[src/pkg/feature_inquiry_pkg.sv]
// Constants, field layout and word type of the feature capability words.
// Assumes a host-side decoder presenting byte addresses on one clock.
package feature_inquiry_pkg;

	// ------------------------------------------------------------
	// Addressing
	// ------------------------------------------------------------
	localparam logic [47:0] CSR_BASE_ADDR     = 48'hFFFF_F0F0_0000;
	localparam int          OFFSET_W          = 12;
	localparam logic [11:0] BRIGHTNESS_OFFSET = 12'h500;
	localparam logic [11:0] WHITE_BAL_OFFSET  = 12'h50C;
	localparam logic [11:0] SHUTTER_OFFSET    = 12'h51C;

	// ------------------------------------------------------------
	// Field positions and limit values
	// ------------------------------------------------------------
	localparam int          PRESENT_BIT      = 0;
	localparam int          RESERVED_BIT     = 2;
	localparam int          MIN_LSB          = 8;
	localparam int          MAX_LSB          = 20;
	localparam int          LIMIT_W          = 12;
	localparam logic [11:0] BRIGHT_MIN       = 12'h000;
	localparam logic [11:0] BRIGHT_MAX       = 12'h0FF;
	localparam logic [11:0] WB_MIN           = 12'h010;
	localparam logic [11:0] WB_MAX           = 12'h0FF;
	localparam logic [11:0] SHUTTER_MIN      = 12'h001;
	localparam logic [11:0] SHUTTER_MAX_SCAL = 12'hFFF;
	localparam logic [31:0] READ_RESET_VALUE = 32'h0000_0000;

	// One capability word, most significant field first
	typedef struct packed {
		logic [11:0] max_limit;
		logic [11:0] min_limit;
		logic        manual;
		logic        auto_mode;
		logic        on_off;
		logic        read_out;
		logic        one_push;
		logic        reserved;
		logic        abs_ctl;
		logic        present;
	} cap_word_s;

	// Video format selection
	typedef enum logic [0:0] {
		FMT_FIXED    = 1'b0,
		FMT_SCALABLE = 1'b1
	} video_format_e;

endpackage : feature_inquiry_pkg

[src/rtl/feature_element_inquiry_regs.sv]
// Read-only bank of brightness, white balance and shutter capability words.
// Assumes all inputs are synchronous to mclk_i; the variant strap is
// stable around reset release.
module feature_element_inquiry_regs #(
	parameter int LIMIT_BITS = 12
) (
	// Clock, reset, enable
	input  wire logic                        mclk_i,
	input  wire logic                        reset_n_i,
	input  wire logic                        ce_i,
	// Host register access
	input  wire logic [47:0]                 addr_i,
	input  wire logic                        rd_i,
	input  wire logic                        wr_i,
	input  wire logic [31:0]                 wdata_i,
	output logic      [31:0]                 rdata_o,
	output logic                             ack_o,
	// Variant and active video settings
	input  wire logic                        colour_variant_i,
	input  wire feature_inquiry_pkg::video_format_e format_i,
	input  wire logic [LIMIT_BITS-1:0]       fixed_shutter_max_i
);

	// ------------------------------------------------------------
	// Elaboration check
	// ------------------------------------------------------------
	if (LIMIT_BITS != feature_inquiry_pkg::LIMIT_W) begin : g_bad_width
		$error("LIMIT_BITS must match the 12-bit limit fields");
	end

	// ------------------------------------------------------------
	// Word construction
	// ------------------------------------------------------------
	// Common flag set: present, readable, manual; all other modes off
	function automatic feature_inquiry_pkg::cap_word_s manual_word(
		input logic [11:0] lo,
		input logic [11:0] hi
	);
		feature_inquiry_pkg::cap_word_s w;
		w           = '0;
		w.present   = 1'b1;
		w.read_out  = 1'b1;
		w.manual    = 1'b1;
		w.reserved  = 1'b0;
		w.min_limit = lo;
		w.max_limit = hi;
		return w;
	endfunction : manual_word

	logic           colour_reg;
	logic           colour_next;
	logic           strap_done_reg;
	logic           strap_done_next;
	logic [31:0]    rdata_reg;
	logic [31:0]    rdata_next;
	logic           ack_reg;
	logic           ack_next;
	logic           hit;
	logic [11:0]    offset;
	logic [11:0]    shutter_max;
	feature_inquiry_pkg::cap_word_s bright_w;
	feature_inquiry_pkg::cap_word_s wb_w;
	feature_inquiry_pkg::cap_word_s shutter_w;

	// Decode against the control base; low bits form the byte offset
	assign hit    = addr_i[47:12] == feature_inquiry_pkg::CSR_BASE_ADDR[47:12];
	assign offset = addr_i[11:0] - feature_inquiry_pkg::CSR_BASE_ADDR[11:0];

	// Live words, rebuilt every cycle so a format change shows at once
	always_comb begin
		bright_w = manual_word(feature_inquiry_pkg::BRIGHT_MIN,
			feature_inquiry_pkg::BRIGHT_MAX);
		wb_w = colour_reg ? manual_word(feature_inquiry_pkg::WB_MIN,
			feature_inquiry_pkg::WB_MAX) : '0;
		if (format_i == feature_inquiry_pkg::FMT_SCALABLE) begin
			shutter_max = feature_inquiry_pkg::SHUTTER_MAX_SCAL;
		end else begin
			shutter_max = fixed_shutter_max_i;
		end
		shutter_w = manual_word(feature_inquiry_pkg::SHUTTER_MIN,
			shutter_max);
	end

	// ------------------------------------------------------------
	// Variant strap and read port
	// ------------------------------------------------------------
	// Strap taken once after reset release, never inside the reset
	always_comb begin
		colour_next     = colour_reg;
		strap_done_next = 1'b1;
		if (!strap_done_reg) begin
			colour_next = colour_variant_i;
		end
		rdata_next = rdata_reg;
		ack_next   = 1'b0;
		if (hit && (rd_i || wr_i)) begin
			ack_next = 1'b1;
		end
		// Writes are answered but never stored: nothing to alter here
		if (hit && rd_i) begin
			case (offset)
				feature_inquiry_pkg::BRIGHTNESS_OFFSET: rdata_next = bright_w;
				feature_inquiry_pkg::WHITE_BAL_OFFSET:  rdata_next = wb_w;
				feature_inquiry_pkg::SHUTTER_OFFSET:    rdata_next = shutter_w;
				default: rdata_next = feature_inquiry_pkg::READ_RESET_VALUE;
			endcase
		end
	end

	// Registers; ce_i low freezes every register, but reset_n_i still clears them
	always_ff @(posedge mclk_i or negedge reset_n_i) begin
		if (!reset_n_i) begin
			colour_reg     <= 1'b0;
			strap_done_reg <= 1'b0;
			rdata_reg      <= feature_inquiry_pkg::READ_RESET_VALUE;
			ack_reg        <= 1'b0;
		end else if (ce_i) begin
			colour_reg     <= colour_next;
			strap_done_reg <= strap_done_next;
			rdata_reg      <= rdata_next;
			ack_reg        <= ack_next;
		end
	end

	assign rdata_o = rdata_reg;
	assign ack_o   = ack_reg;

	// ------------------------------------------------------------
	// Checks
	// ------------------------------------------------------------
	logic unused_wdata;
	assign unused_wdata = ^wdata_i;

	chk_bright_word: assert property (
		@(posedge mclk_i) disable iff (!reset_n_i)
		(ce_i && rd_i && hit && offset == 12'h500) |=>
		rdata_o == 32'h0FF0_0091)
		else $error("brightness word wrong");

	chk_bright_limits: assert property (
		@(posedge mclk_i) disable iff (!reset_n_i)
		(ce_i && rd_i && hit && offset == 12'h500) |=>
		(rdata_o[31:20] == 12'd255 && rdata_o[19:8] == 12'd0))
		else $error("brightness limits wrong");

	chk_wb_mono: assert property (
		@(posedge mclk_i) disable iff (!reset_n_i)
		(ce_i && rd_i && hit && offset == 12'h50C && strap_done_reg
		&& !colour_reg) |=> rdata_o == 32'h0)
		else $error("mono white balance not zero");

	chk_wb_colour: assert property (
		@(posedge mclk_i) disable iff (!reset_n_i)
		(ce_i && rd_i && hit && offset == 12'h50C && colour_reg) |=>
		rdata_o == 32'h0FF0_1091)
		else $error("colour white balance wrong");

	chk_shutter_flags: assert property (
		@(posedge mclk_i) disable iff (!reset_n_i)
		(ce_i && rd_i && hit && offset == 12'h51C) |=>
		(rdata_o[7:0] == 8'h91 && rdata_o[19:8] == 12'd1))
		else $error("shutter flags or minimum wrong");

	chk_shutter_scal: assert property (
		@(posedge mclk_i) disable iff (!reset_n_i)
		(ce_i && rd_i && hit && offset == 12'h51C
		&& format_i == feature_inquiry_pkg::FMT_SCALABLE) |=>
		rdata_o[31:20] == 12'd4095)
		else $error("scalable shutter maximum wrong");

	chk_shutter_fixed: assert property (
		@(posedge mclk_i) disable iff (!reset_n_i)
		(ce_i && rd_i && hit && offset == 12'h51C
		&& format_i == feature_inquiry_pkg::FMT_FIXED) |=>
		rdata_o[31:20] == $past(fixed_shutter_max_i))
		else $error("fixed shutter maximum not tracked");

	chk_write_ignored: assert property (
		@(posedge mclk_i) disable iff (!reset_n_i)
		(ce_i && wr_i && !rd_i) |=> $stable(rdata_o))
		else $error("write altered read data");

	chk_reserved_zero: assert property (
		@(posedge mclk_i) disable iff (!reset_n_i)
		rdata_o[2] == 1'b0)
		else $error("reserved bit set");

	// Decode judged on the address of the request edge, not the next one
	chk_ack_decode: assert property (
		@(posedge mclk_i) disable iff (!reset_n_i)
		(ce_i && (rd_i || wr_i)) |=>
		ack_o == ($past(addr_i[47:12]) == 36'hFFFF_F0F00))
		else $error("ack does not follow base decode");

	chk_present_flag: assert property (
		@(posedge mclk_i) disable iff (!reset_n_i)
		(ce_i && rd_i && hit && offset == 12'h50C) |=>
		rdata_o[0] == $past(colour_reg))
		else $error("presence flag wrong");

endmodule : feature_element_inquiry_regs

[config.mk]
export PLATFORM = sky130hd
export DESIGN_NAME = feature_element_inquiry_regs
export DESIGN_NICKNAME = d
export VERILOG_FILES = /design/src/pkg/feature_inquiry_pkg.sv /design/src/rtl/feature_element_inquiry_regs.sv
export SDC_FILE = /design/constraint.sdc
export NUM_CORES = 1
export LEC_CHECK = 0
export ABC_AREA = 1
export BUFFER_PORTS_ARGS = -buffer_cell sky130_fd_sc_hd__buf_2
export CAP_MARGIN = 10
export CELL_PAD_IN_SITES_DETAIL_PLACEMENT = 2
export CELL_PAD_IN_SITES_GLOBAL_PLACEMENT = 2
export CORE_MARGIN = 2
export CORE_UTILIZATION = 18
export CTS_CLUSTER_DIAMETER = 30
export DETAILED_ROUTE_END_ITERATION = 8
export GPL_TIMING_DRIVEN = 0
export PLACE_DENSITY = 0.89
export SETUP_SLACK_MARGIN = 0.2
export SYNTH_ARGS = -nofsm -noshare
export SYNTH_HDL_FRONTEND = slang
export SYNTH_SLANG_ARGS = --single-unit
[constraint.sdc]
create_clock -name mclk_i -period 1.5 [get_ports mclk_i]
set_clock_uncertainty 0.2 [all_clocks]
set_input_delay 0.225 -clock mclk_i [delete_from_list [all_inputs] [get_ports mclk_i]]
set_output_delay 0.225 -clock mclk_i [all_outputs]
set_load 0.02 [all_outputs]
==> flow_metrics.tcl, run 1 <==
set metrics [dict create \
    numCtsBuffers 3 \
    cts_root_buffer "clkbuf_8" \
    crit_fanout 4 \
    fin_crit_ps 1370 \
    r2r_cells 4 \
    ir_worst_vdd_mv 0.194 \
    drtIter0Drc 31 \
    start_util_pct 18.7 \
    crit_family "flip-flops" \
    finalHoldViolCount 0 \
    fin_crit_sh_pct 91.6 \
    ioPinCount 132 \
    top_layer_used "met4" \
    grt_util_all_layers_pct 12.3 \
    drt-pass1-iter-count 4 \
    dr_wl_met3_um 205 \
    grt_max_degree 19 \
    fmax_mhz 728 \
    grt_pass1_wl_um 8630 \
    hold_path.class "in -> reg" \
    area_growth_pct 79.6 \
    clk_pin_slew_ps 60 \
    die_w_um 93.7 \
    h-tree-depth 1 \
    cp-start-kind "flip-flop" \
    drive_above_1_share_pct 64.1 \
    cp.depth 2 \
    grt_overflow 0 \
    routed-wl-met2_um 3610 \
    cp.required_ps 1070 \
    regToRegStartpoint "colour_reg" \
    drc 0 \
    criticalPathCategory "reg -> out" \
    setup_violations 0 \
    largest_register_ffs 15 \
    final_cells 440 \
    wl_per_cell_um 14.1 \
    cp.arrival_ps 950 \
    maxSlewViolCount 0 \
    power.leakage_nw 1.45 \
    synth_cell_types 25 \
    cts_tree "done" \
    p_total_mw 1.12 \
    cap_violations 0 \
    whs_path_depth 3 \
    place_inst 412 \
    netlist_instances 212 \
    slowest_stage "dfrtp_2" \
    critPathMaxStageDelay_ps 440 \
    syn_area_sq_um 1450 \
    avgSynthCellArea_sq_um 6.83 \
    design.die.area_sq_um 8780 \
    rows 32 \
    ys_ff_latch 18 \
    crit_buf_inv 2 \
    chipHeight_um 93.7 \
    cts_sinks 18 \
    crit_start "rdata_o[7]" \
    ys_warn_count 0 \
    setup.worst_path.end_class "output port" \
    grt_pass1_vias 1894 \
    dp_hpwl_um 4290 \
    status "finished, final reports clean" \
    core-area_sq_um 7770 \
    hold_ws_ps 27.3 \
    cpMostUsedCell "buf_6" \
    antenna_found_initial 1 \
    cellPowerDensity_nw_per_um2 431 \
    routabilityCongestion 0.686 \
    ys_seq_area_share_pct 31.1 \
    wl_met1_um 2270 \
    rsz0062_at_grt "yes" \
    hold_path_startpoint "colour_variant_i" \
    routed_wl_um 6210 \
    vias 1849 \
    vias_per_cell 4.20 \
    cp_cell_sequence "buf_6 -> buf_6" \
    io_buffers 84 \
    ant_nets 0 \
    nets 438 \
    clk_latency_ps 260 \
    cts_buffer_depth 2 \
]
synth_stat cells:
master    count  area, sq um
a31oi_1       1         6.26
nand3_4       1         17.5
o21ai_0       2         10.0
o22ai_1       1         6.26
clkbuf_1      1         3.75
nor3_4        1         16.3
clkinv_2      1         5.00
nand3_2       3         30.0
nand2_2       3         18.8
conb_1        1         3.75
nand3b_1      1         7.51
or2_2        13         81.3
nor2_4        3         33.8
buf_6         2         22.5
inv_1        21         78.8
nor2_2        4         25.0
buf_4        17          128
nand4_1       2         12.5
inv_2         2         7.51
nor2_1       22         82.6
a21oi_1       1         5.00
dfrtp_1      18          450
nand2_1      60          225
nand3_1      30          150
nand4_4       1         21.3
layout make-up:
type	count	area (sq um)
inverters	24	100
multi-input cells	167	1090
plain buffers	20	161
fillers	930	5160
clock buffers	3	41.3
diodes	1	2.50
repair inverters	1	6.26
well taps	102	128
repair buffers	104	626
flip-flops and latches	18	452
path summary, 6_finish.rpt:
path,to,slack [ps]
worst max-delay path,rdata_o[7],130
worst min-delay path,colour_reg,30
worst max register to register,rdata_o[27],290
worst min register to register,rdata_o[27],280
max in group asynchronous,rdata_o[7],550
min in group asynchronous,rdata_o[27],240
worst reg2reg max path, cell delays in order, from the launching register on:
cell     delay [ps]
dfrtp_1         500
nand3_4         160
nand3_1         140
nand3_2          90
nand2_2          70
layout by cell type (no fill, tap or decap), types with 5 or more instances in the layout:
master and count:
buf_2 78, buf_4 30, buf_6 14, conb_1 15
dfrtp_1 17, inv_1 16, inv_2 5, nand2_1 32
nand2_2 27, nand2_4 5, nand3_1 20, nand3_2 8
nand3_4 7, nor2_1 11, nor2_2 10, nor2_4 8
or2_2 13
kinds of logic after synthesis:
family	after synthesis	share of synthesized area, %
flops	18	31.1
compound gates	5	1.90
other cells	1	0.259
buf+inv	44	16.9
simple gates	144	49.8
power by group:
| group | internal, mW | total (mW) | switching (mW) |
|---|---|---|---|
| logic | 0.140 | 0.288 | 0.149 |
| clock network | 0.179 | 0.337 | 0.158 |
| registers | 0.489 | 0.497 | 0.00797 |
| total | 0.807 | 1.12 | 0.315 |
metal layers:
layer	global-route usage, %	vias to the layer above
met3	1.28	9
met5	0	-
met1	13.3	904
met2	24.3	49
li1	-	887
met4	4.59	0
metrics by stage:
stage	instance area [sq um]	setup WS (ps)	utilization, %	setup TNS (ps)
after detailed placement	2070	-143	26.7	-1590
after global placement	2070	-69.4	26.7	-801
final	2600	126	33.5	0
after global routing	2600	36.6	33.5	0
after floorplan	1520	177	-	0
after CTS	2280	126	29.4	0
what timing repair did:
action                                 CTS  global route
gates resized for setup                 30            57
buffers inserted                         7            10
setup endpoints to repair               15            18
endpoints found under the hold margin   18             0
hold buffers                             1             0
gates cloned                             2             4
pin swaps                               13            26
No activity file was read; power rests on OpenSTA's default activity.
==> inputs of run 2 (changes only) <==
--- a/config.mk
+++ b/config.mk
@@ -6,14 +6,14 @@
 export NUM_CORES = 1
 export LEC_CHECK = 0
 export ABC_AREA = 1
-export BUFFER_PORTS_ARGS = -buffer_cell sky130_fd_sc_hd__buf_2
 export CAP_MARGIN = 10
 export CELL_PAD_IN_SITES_DETAIL_PLACEMENT = 2
 export CELL_PAD_IN_SITES_GLOBAL_PLACEMENT = 2
 export CORE_MARGIN = 2
-export CORE_UTILIZATION = 18
+export CORE_UTILIZATION = 31
 export CTS_CLUSTER_DIAMETER = 30
 export DETAILED_ROUTE_END_ITERATION = 8
+export DONT_BUFFER_PORTS = 1
 export GPL_TIMING_DRIVEN = 0
 export PLACE_DENSITY = 0.89
 export SETUP_SLACK_MARGIN = 0.2
==> flow_metrics.tcl, run 2 (synthesis results as in run 1) <==
set metrics [dict create \
    wl_per_cell_um 15.0 \
    grt_overflow 0 \
    r2r_cells 4 \
    violations "hold timing" \
    hold_path.class "in -> async" \
    p_sw_uw 256 \
    grt_pass1_wl_um 6660 \
    ioPinCount 132 \
    fmax_mhz 759 \
    grt_util_all_layers_pct 15.9 \
    clk_latency_ps 250 \
    h-tree-depth 1 \
    clkPwrFrac_pct 38.2 \
    grt_pass1_vias 1462 \
    ant_nets 0 \
    drc 0 \
    die_w_um 72.4 \
    routed_wl_um 4410 \
    cp.required_ps 1070 \
    antenna_found_initial 0 \
    routabilityCongestion 0.699 \
    hold_ws_ps -544 \
    ir_worst_vdd_mv 0.256 \
    pre_cts_slack_ps -11.5 \
    vias_per_cell 4.86 \
    dp_hpwl_um 3330 \
    critPathMaxStageDelay_ps 480 \
    largest_register_ffs 15 \
    cp.arrival_ps 890 \
    register_area_sq_um 452 \
    area_growth_pct 23.2 \
    crit_fanout 4 \
    p_seq_share_pct 47.0 \
    criticalPathCategory "reg -> out" \
    cp-start-kind "flip-flop" \
    rsz0062_at_grt "yes" \
    cap_violations 0 \
    fin_crit_sh_pct 87.9 \
    critPathCapture "rdata_o[4]" \
    start_util_pct 32.8 \
    cellPowerDensity_nw_per_um2 588 \
    maxSlewViolCount 0 \
    chipHeight_um 72.4 \
    slowest_stage "dfrtp_2" \
    cp.depth 1 \
    clk_pin_slew_ps 70 \
    numCtsBuffers 3 \
    cts_hold_repair.buffers 7 \
    combPwrFrac_pct 14.8 \
    internal_power_uw 794 \
    p_sw_share_pct 24.4 \
    rows 24 \
    multiInputGateArea_sq_um 853 \
    drive_above_1_share_pct 27.7 \
    power.leakage_nw 0.985 \
    finalSetupTns_ps 0 \
    core-area_sq_um 4410 \
    setup.worst_path.end_class "output port" \
    final_common_cell "nand2_1" \
    rrSetupSlack_ps 250 \
    setup_ws_ps 182 \
    setup_violations 0 \
    io_buffers 0 \
    design.die.area_sq_um 5240 \
    cts_root_buffer "clkbuf_8" \
    cts_sinks 18 \
    drtIter0Drc 23 \
    fin_crit_ps 1320 \
    drt-pass1-iter-count 4 \
    vias 1429 \
    r2r-end "rdata_o[21]" \
    layout_common_cells "55 x nand2_1, 30 x nand3_1, 21 x inv_1, 21 x nor2_1, 18 x buf_4" \
    num-fill-cells 534 \
    crit_family "flip-flops" \
    insertedDiodeCount 0 \
    cts_tree "done" \
    crit_start "rdata_o[7]" \
    nets 342 \
    grt_max_degree 19 \
    crit_buf_inv 1 \
    cts_buffer_depth 2 \
    regToRegStartpoint "colour_reg" \
    finalHoldViolCount 19 \
    cp_cell_sequence "buf_6" \
    status "finished with violations" \
]
## run 2: power by group through the flow
stage	combinational [mW]	clock (mW)	sequential, mW
after CTS	0.151	0.405	0.493
after floorplan	0.123	0	0.501
after detailed placement	0.135	0	0.502
final	0.155	0.401	0.493
after global placement	0.130	0	0.502
after global routing	0.172	0.426	0.493
## run 2: layer usage
layer	up-vias	global-route usage (%)	share of wire [%]
li1	691	-	-
met2	66	29.0	53
met3	5	2.22	7.9
met5	-	0	0
met4	0	4.40	1.1
met1	667	19.6	38
## run 2: worst min-delay path by stage
stage               startpoint          end  slack [ps]  cells after the start
floorplan            reset_n_i        ack_o        -270                      0
global placement     reset_n_i  rdata_o[23]        -270                      0
detailed placement   reset_n_i  rdata_o[31]        -270                      0
CTS                  reset_n_i  rdata_o[29]        -550                      0
global route         reset_n_i  rdata_o[31]        -550                      0
finish               reset_n_i  rdata_o[31]        -540                      0
## run 2: final cells by class
| class | count | area share [%] |
|---|---|---|
| Sequential cell | 18 | 25.3 |
| Tap cell | 52 | 3.64 |
| Multi-Input combinational cell | 165 | 47.8 |
| Buffer | 20 | 9.04 |
| Clock buffer | 4 | 3.08 |
| Timing Repair Buffer | 11 | 5.82 |
| Inverter | 24 | 5.33 |
## run 2: timing repair
item	in CTS	in global routing
cloned	0	2
setup endpoints to repair	2	15
endpoints found under the hold margin	26	18
pin swaps	0	3
setup buffers	0	3
resized for setup	3	8
## run 2: through the flow
stage | total power [mW] | cells | utilization (%) | hold slack, ps | cell area [sq um]
after floorplan | 0.624 | 226 | - | -271 | 1520
after global routing | 1.09 | 294 | 40.4 | -553 | 1790
after detailed placement | 0.637 | 278 | 36.0 | -270 | 1590
final | 1.05 | 294 | 40.4 | -544 | 1790
after global placement | 0.632 | 278 | 36.0 | -270 | 1590
after CTS | 1.05 | 289 | 39.0 | -546 | 1720
